===== src/hdl/marker_defines.svh =====
// constants for the sample lsb marker insertion block
`ifndef MARKER_DEFINES_SVH
`define MARKER_DEFINES_SVH
`define MRK_ADDR_W 10
`define MRK_CTRL_OFS 10'h160
`define MRK_MODE_OFS 10'h164
`define MRK_STAT_OFS 10'h168
`define MRK_CTRL_RESET 8'h00
`define MRK_MODE_RESET 8'h00
`define MRK_EN_BIT 0
`define MRK_CAL_BIT 1
`define MRK_DECIM_LSB 0
`define MRK_DECIM_MSB 4
`define MRK_DECIM_ONE 5'h01
`define MRK_RES_BIT 5
`define MRK_CS_ILA 2'h0
`define MRK_LATENCY 4
`define MRK_SAMPLE_W 12
`define MRK_SYNC_STAGES 3
`define MRK_SYNC_MID (`MRK_SYNC_STAGES-2)
`define MRK_SYNC_LAST (`MRK_SYNC_STAGES-1)
`define MRK_RXEN_BIT 6
`endif


===== src/hdl/marker_pkg.sv =====
// types for the sample lsb marker insertion block
package marker_pkg;
  typedef enum logic [1:0] {
    RES_12_type = 2'h0,
    RES_8_type = 2'h1
  } res_type;
  typedef enum logic [1:0] {
    BUS_IDLE = 2'h0,
    BUS_ACK = 2'h1,
    BUS_HOLD = 2'h3
  } bus_state_type;
endpackage : marker_pkg


===== src/hdl/marker_delay_line.sv =====
// fixed-latency delay line for the marker bit
`timescale 1ns/10ps
`include "marker_defines.svh"
module marker_delay_line (
  input wire logic i_clock,
  input wire logic i_rst,
  input wire logic i_bit,
  output logic o_bit
);
  import marker_pkg::*;
  logic [`MRK_LATENCY-1:0] pipe_r;

  // match the sample path depth
  always_ff @(posedge i_clock) begin
    if (i_rst) begin
      pipe_r <= '0;
    end else begin
      pipe_r <= {pipe_r[`MRK_LATENCY-2:0], i_bit};
    end
  end
  assign o_bit = pipe_r[`MRK_LATENCY-1];
endmodule : marker_delay_line


===== src/hdl/sample_lsb_marker_insert.sv =====
// sample lsb marker insertion with avalon-mm control registers
`timescale 1ns/10ps
`include "marker_defines.svh"
module sample_lsb_marker_insert (
  input wire logic i_clock,
  input wire logic i_rst,
  input wire logic [`MRK_ADDR_W-1:0] i_address,
  input wire logic i_read,
  input wire logic i_write,
  input wire logic [31:0] i_writedata,
  output logic [31:0] o_readdata,
  output logic o_waitrequest,
  input wire logic i_marker_pin,
  input wire logic i_sample_valid,
  input wire logic [`MRK_SAMPLE_W-1:0] i_sample,
  input wire logic i_cal_state,
  output logic o_sample_valid,
  output logic [`MRK_SAMPLE_W-1:0] o_sample,
  output logic [1:0] o_ila_cs,
  output logic o_mark_input_receiver_enable,
  output marker_pkg::res_type o_res
);
  import marker_pkg::*;

  // ****************************************
  // register file
  // ****************************************
  logic [7:0] ctrl_r;
  logic [7:0] mode_r;
  bus_state_type bus_r;
  bus_state_type bus_nxt;
  logic [31:0] rdata_r;
  logic active;
  logic cal_en;
  logic marker_en;
  logic insert_ok;
  logic [`MRK_SYNC_STAGES-1:0] sync_r;
  logic marker_r;
  logic marker_dly;
  logic [`MRK_SAMPLE_W-1:0] data_r;
  logic valid_r;
  logic cal_r;

  function automatic logic [31:0] reg_read(input logic [`MRK_ADDR_W-1:0] a,
                                           input logic [7:0] c,
                                           input logic [7:0] m,
                                           input logic s);
    logic [31:0] v;
    v = 32'h0000_0000;
    unique case (a)
      `MRK_CTRL_OFS: v = {24'h00_0000, c};
      `MRK_MODE_OFS: v = {24'h00_0000, m};
      `MRK_STAT_OFS: v = {31'h0000_0000, s};
      default: v = 32'h0000_0000;
    endcase
    return v;
  endfunction : reg_read

  // put one flag bit on the sample lsb, keep the data bits above it
  function automatic logic [`MRK_SAMPLE_W-1:0] place_lsb(input logic [`MRK_SAMPLE_W-1:0] d,
                                                        input logic b);
    return {d[`MRK_SAMPLE_W-1:1], b};
  endfunction : place_lsb

  assign active = i_read | i_write;

  // one-cycle wait then acknowledge
  always_comb begin
    bus_nxt = bus_r;
    unique case (bus_r)
      BUS_IDLE: if (active) bus_nxt = BUS_ACK;
      BUS_ACK: bus_nxt = BUS_HOLD;
      BUS_HOLD: bus_nxt = BUS_IDLE;
      default: bus_nxt = BUS_IDLE;
    endcase
  end

  always_ff @(posedge i_clock) begin
    if (i_rst) begin
      bus_r <= BUS_IDLE;
    end else begin
      bus_r <= bus_nxt;
    end
  end

  assign o_waitrequest = active & (bus_r != BUS_ACK);

  always_ff @(posedge i_clock) begin
    if (i_rst) begin
      ctrl_r <= `MRK_CTRL_RESET;
      mode_r <= `MRK_MODE_RESET;
    end else if (i_write && bus_r == BUS_ACK) begin
      if (i_address == `MRK_CTRL_OFS) begin
        ctrl_r <= i_writedata[7:0];
      end
      if (i_address == `MRK_MODE_OFS) begin
        mode_r <= i_writedata[7:0];
      end
    end
  end

  always_ff @(posedge i_clock) begin
    if (i_rst) begin
      rdata_r <= 32'h0000_0000;
    end else if (i_read && bus_r == BUS_IDLE) begin
      rdata_r <= reg_read(i_address, ctrl_r, mode_r, insert_ok);
    end
  end
  assign o_readdata = rdata_r;

  // ****************************************
  // mode decode
  // ****************************************
  assign marker_en = ctrl_r[`MRK_EN_BIT];
  assign cal_en = ctrl_r[`MRK_CAL_BIT];
  assign insert_ok = marker_en
    && mode_r[`MRK_DECIM_MSB:`MRK_DECIM_LSB] == `MRK_DECIM_ONE;
  assign o_mark_input_receiver_enable = mode_r[`MRK_RXEN_BIT];
  assign o_res = mode_r[`MRK_RES_BIT] ? RES_8_type : RES_12_type;
  assign o_ila_cs = `MRK_CS_ILA;

  // ****************************************
  // marker input synchroniser
  // ****************************************
  always_ff @(posedge i_clock) begin
    if (i_rst) begin
      sync_r <= '0;
      marker_r <= 1'b0;
    end else begin
      sync_r <= {sync_r[`MRK_SYNC_STAGES-2:0], i_marker_pin};
      if (sync_r[`MRK_SYNC_MID] == sync_r[`MRK_SYNC_LAST]) begin
        marker_r <= sync_r[`MRK_SYNC_LAST];
      end
    end
  end

  marker_delay_line u_delay (
    .i_clock(i_clock),
    .i_rst(i_rst),
    .i_bit(marker_r),
    .o_bit(marker_dly)
  );

  // ****************************************
  // sample path
  // ****************************************
  always_ff @(posedge i_clock) begin
    if (i_rst) begin
      data_r <= '0;
      valid_r <= 1'b0;
      cal_r <= 1'b0;
    end else begin
      data_r <= i_sample;
      valid_r <= i_sample_valid;
      cal_r <= i_cal_state;
    end
  end

  always_ff @(posedge i_clock) begin
    if (i_rst) begin
      o_sample <= '0;
      o_sample_valid <= 1'b0;
    end else begin
      o_sample_valid <= valid_r;
      if (insert_ok) begin
        // bit zero in both widths, data is lsb-aligned
        o_sample <= place_lsb(data_r, marker_dly);
      end else if (cal_en) begin
        o_sample <= place_lsb(data_r, cal_r);
      end else begin
        o_sample <= data_r;
      end
    end
  end
endmodule : sample_lsb_marker_insert


===== config.mk =====
export PLATFORM = sky130hd
export DESIGN_NAME = sample_lsb_marker_insert
export DESIGN_NICKNAME = d
export VERILOG_FILES = /design/src/hdl/marker_pkg.sv /design/src/hdl/marker_delay_line.sv /design/src/hdl/sample_lsb_marker_insert.sv
export VERILOG_INCLUDE_DIRS = /design/src /design/src/hdl
export SDC_FILE = /design/constraint.sdc
export NUM_CORES = 1
export LEC_CHECK = 0
export BUFFER_PORTS_ARGS = -buffer_cell sky130_fd_sc_hd__buf_2
export CORE_MARGIN = 4
export CORE_UTILIZATION = 46
export DETAILED_ROUTE_END_ITERATION = 12
export GPL_ROUTABILITY_DRIVEN = 0
export PLACE_DENSITY = 0.85
export SLEW_MARGIN = 20
export SYNTH_ARGS = -nofsm -noshare
export SYNTH_HDL_FRONTEND = slang
export SYNTH_HIERARCHICAL = 1
export SYNTH_SLANG_ARGS = --single-unit

===== constraint.sdc =====
create_clock -name i_clock -period 1.3 [get_ports i_clock]
set_input_delay 0.13 -clock i_clock [delete_from_list [all_inputs] [get_ports i_clock]]
set_output_delay 0.13 -clock i_clock [all_outputs]
set_load 0.05 [all_outputs]

==> metrics.txt <==
layout cells sized above 1 0.3176; power share of the clock group 0.452; initial core utilization 0.4898; die width 79.85 um; RSZ-0062 raised after global routing true; core footprint 4848 um2; period utilization 0.9671; final setup margin 42.73 ps; Area Growth Syn to Fin 27.03%; total CTS buffers 9; CTS tree yes; Hold Fails Final Rpt 0; Hold WC Path Type in -> reg; Reg power frac 0.439; Sw Share 0.2434; Fmax 795.4 MHz; status finished clean; clk sink count 61; post-place setup slack -7.584 ps; final setup fails 0; sequential area share after synthesis 0.5142; Post-Syn Area 2375 um2; startpoint type of the worst setup path flop; via count 1,620; Cell Int Power 3.327 mW; antenna cell count 0; Comb pwr share 0.108; Setup CP Type reg -> reg; skew final 5.802 ps; vias per inst 4.463; Psw 1.070 mW; pwr dens 1458 nW/um2; gr usage total 0.1479; P_leak 1.367 nW; VDD IR max 838.4 uV; Worst slew margin 0.6537; post-layout util 0.6222; most frequent cells in the layout dfxtp_1 (59), buf_2 (59), nor2b_1 (33); clock slew at reported path FFs 70 ps; Worst Setup End Kind flop; I/O Buffers 60; Post-Syn Area per Cell 11.05 um2; # DRC 0; aggregate routed wire length 4631 um; largest net degree at the start of global routing 26; dpl hpwl 3140 um; die area 6376 um2; Final Net Count 352; Initial DRT Pass Iterations 4; DRT antenna net count 0; IO Pins 112; routed len/inst 12.76 um; chip height 79.85 um; synth unique cells 28; Cell Rows 25; fin. max-slew vios 0; crit path DAT 1510 ps; Worst-Skew Late Latency 330 ps; number of synthesized register bits 61; max_cap viols 0; initial detailed-routing violation count 21; Mapped Cells 215; crit path max fanout 8; Min Clock Period, post-route 1257 ps; actual slew at the worst max-slew pin 517.6 ps; vias in the first global route 1,522; antenna violations before repair 0; Ys Warns 6; Overflow after GRT 0; WP data required 1550 ps; first-pass GRT wire length 6982 um; H-tree depth 3; clock root cell clkbuf_8; Longest Clk Path Bufs 2
Yosys cell counts, drive strengths merged:
cell type / count / area share
a211oi: 1 / 0.0032
nor3b: 3 / 0.0095
nor2: 3 / 0.0047
o32ai: 1 / 0.0037
mux2i: 25 / 0.11
nand2: 1 / 0.0016
nand2b: 24 / 0.063
and4: 1 / 0.0037
nand4: 2 / 0.014
nor3: 2 / 0.0042
a21oi: 2 / 0.0042
inv: 2 / 0.0032
nor4bb: 1 / 0.0042
o21ai: 1 / 0.0021
nand3b: 1 / 0.0032
conb: 1 / 0.0016
dfxtp: 61 / 0.51
nor4b: 3 / 0.017
buf: 30 / 0.096
a2bb2oi: 1 / 0.0037
nand4b: 1 / 0.0037
and4bb: 2 / 0.011
nor2b: 33 / 0.087
clkbuf: 6 / 0.0095
o2bb2ai: 7 / 0.026
per-stage QoR:
stage               std cells  area (um2)  hold WS (ps)  power [mW]  setup TNS, ps
finish                    363        3017         8.935       4.397              0
global route              363        3017         6.335       4.575         -31.55
CTS                       362        2994         2.053       4.432         -2.961
detailed placement        341        2689         343.3       2.430         -13.82
global placement          341        2689         339.4       2.423              0
floorplan                 241        2476         201.6       2.380              0
logic make-up (layout without fill, tap and decap cells):
kind of cell,Yosys count,count (layout),synth area share
multiplexers,25,25,0.1054
buffers and inverters,38,93,0.1091
flip-flops,61,61,0.5142
AND/OR/NAND/NOR,77,77,0.2271
AO/OA/AOI/OAI,13,13,0.04268
other,1,27,0.001579
layer usage:
metal	track usage	up-vias	wire (um)	part of all wire
li1	-	817	-	-
met1	0.1452	737	1724	0.37
met2	0.2688	56	2500	0.54
met3	0.05643	10	314	0.068
met4	0.07432	0	92	0.020
met5	0	-	0	0
critical path: stages, from the launching register on:
cell,delay [ps]
dfxtp_4,360
nor4b_2,190
and4_1,280
buf_12,150
mux2i_1,210
power by group through the flow:
stage,logic (mW),clock network [mW],registers [mW]
floorplan,0.352,0,2.03
global placement,0.451,0,1.97
detailed placement,0.457,0,1.97
CTS,0.474,2.03,1.93
global route,0.505,2.13,1.94
finish,0.477,1.99,1.93
what timing repair did:
item                                    4_1_cts  5_1_grt
hold buffers                                  5        1
endpoints found under the setup margin       10       17
setup buffers                                 0        0
resized for setup                             4        3
endpoints found under the hold margin         5        1
pin swaps                                     1        2
flip-flops by register name, summed over array words and instances, names as in the netlist:
signal / cells
mode_r: 8
o_sample: 12
marker_r: 1
sync_r: 3
u_delay/pipe_r: 4
data_r: 12
bus_r: 2
o_sample_valid: 1
valid_r: 1
o_readdata: 8
ctrl_r: 8
cal_r: 1
cell type report:
class	count	area [um2]
Clock buffer	10	127.6
Clock inverter	6	111.4
Fill cell	410	1832
Inverter	2	7.507
Multi-Input combinational cell	142	1017
Sequential cell	61	1226
Tap cell	67	83.83
Timing Repair Buffer	75	442.9
path summary, 6_finish.rpt:
| path | to | start | slack, ps | cells after the start |
|---|---|---|---|---|
| max | ctrl_r[7]$_SDFFE_PP0P_ | bus_r[1]$_SDFFE_PP0P_ | 40 | 4 |
| min reg2reg | o_sample[5]$_SDFF_PP0_ | data_r[5]$_SDFF_PP0_ | 440 | 1 |
| min | data_r[5]$_SDFF_PP0_ | i_sample[5] | 9 | 2 |
| max reg2reg | ctrl_r[7]$_SDFFE_PP0P_ | bus_r[1]$_SDFFE_PP0P_ | 40 | 4 |
No activity file was read; power rests on OpenSTA's default activity.
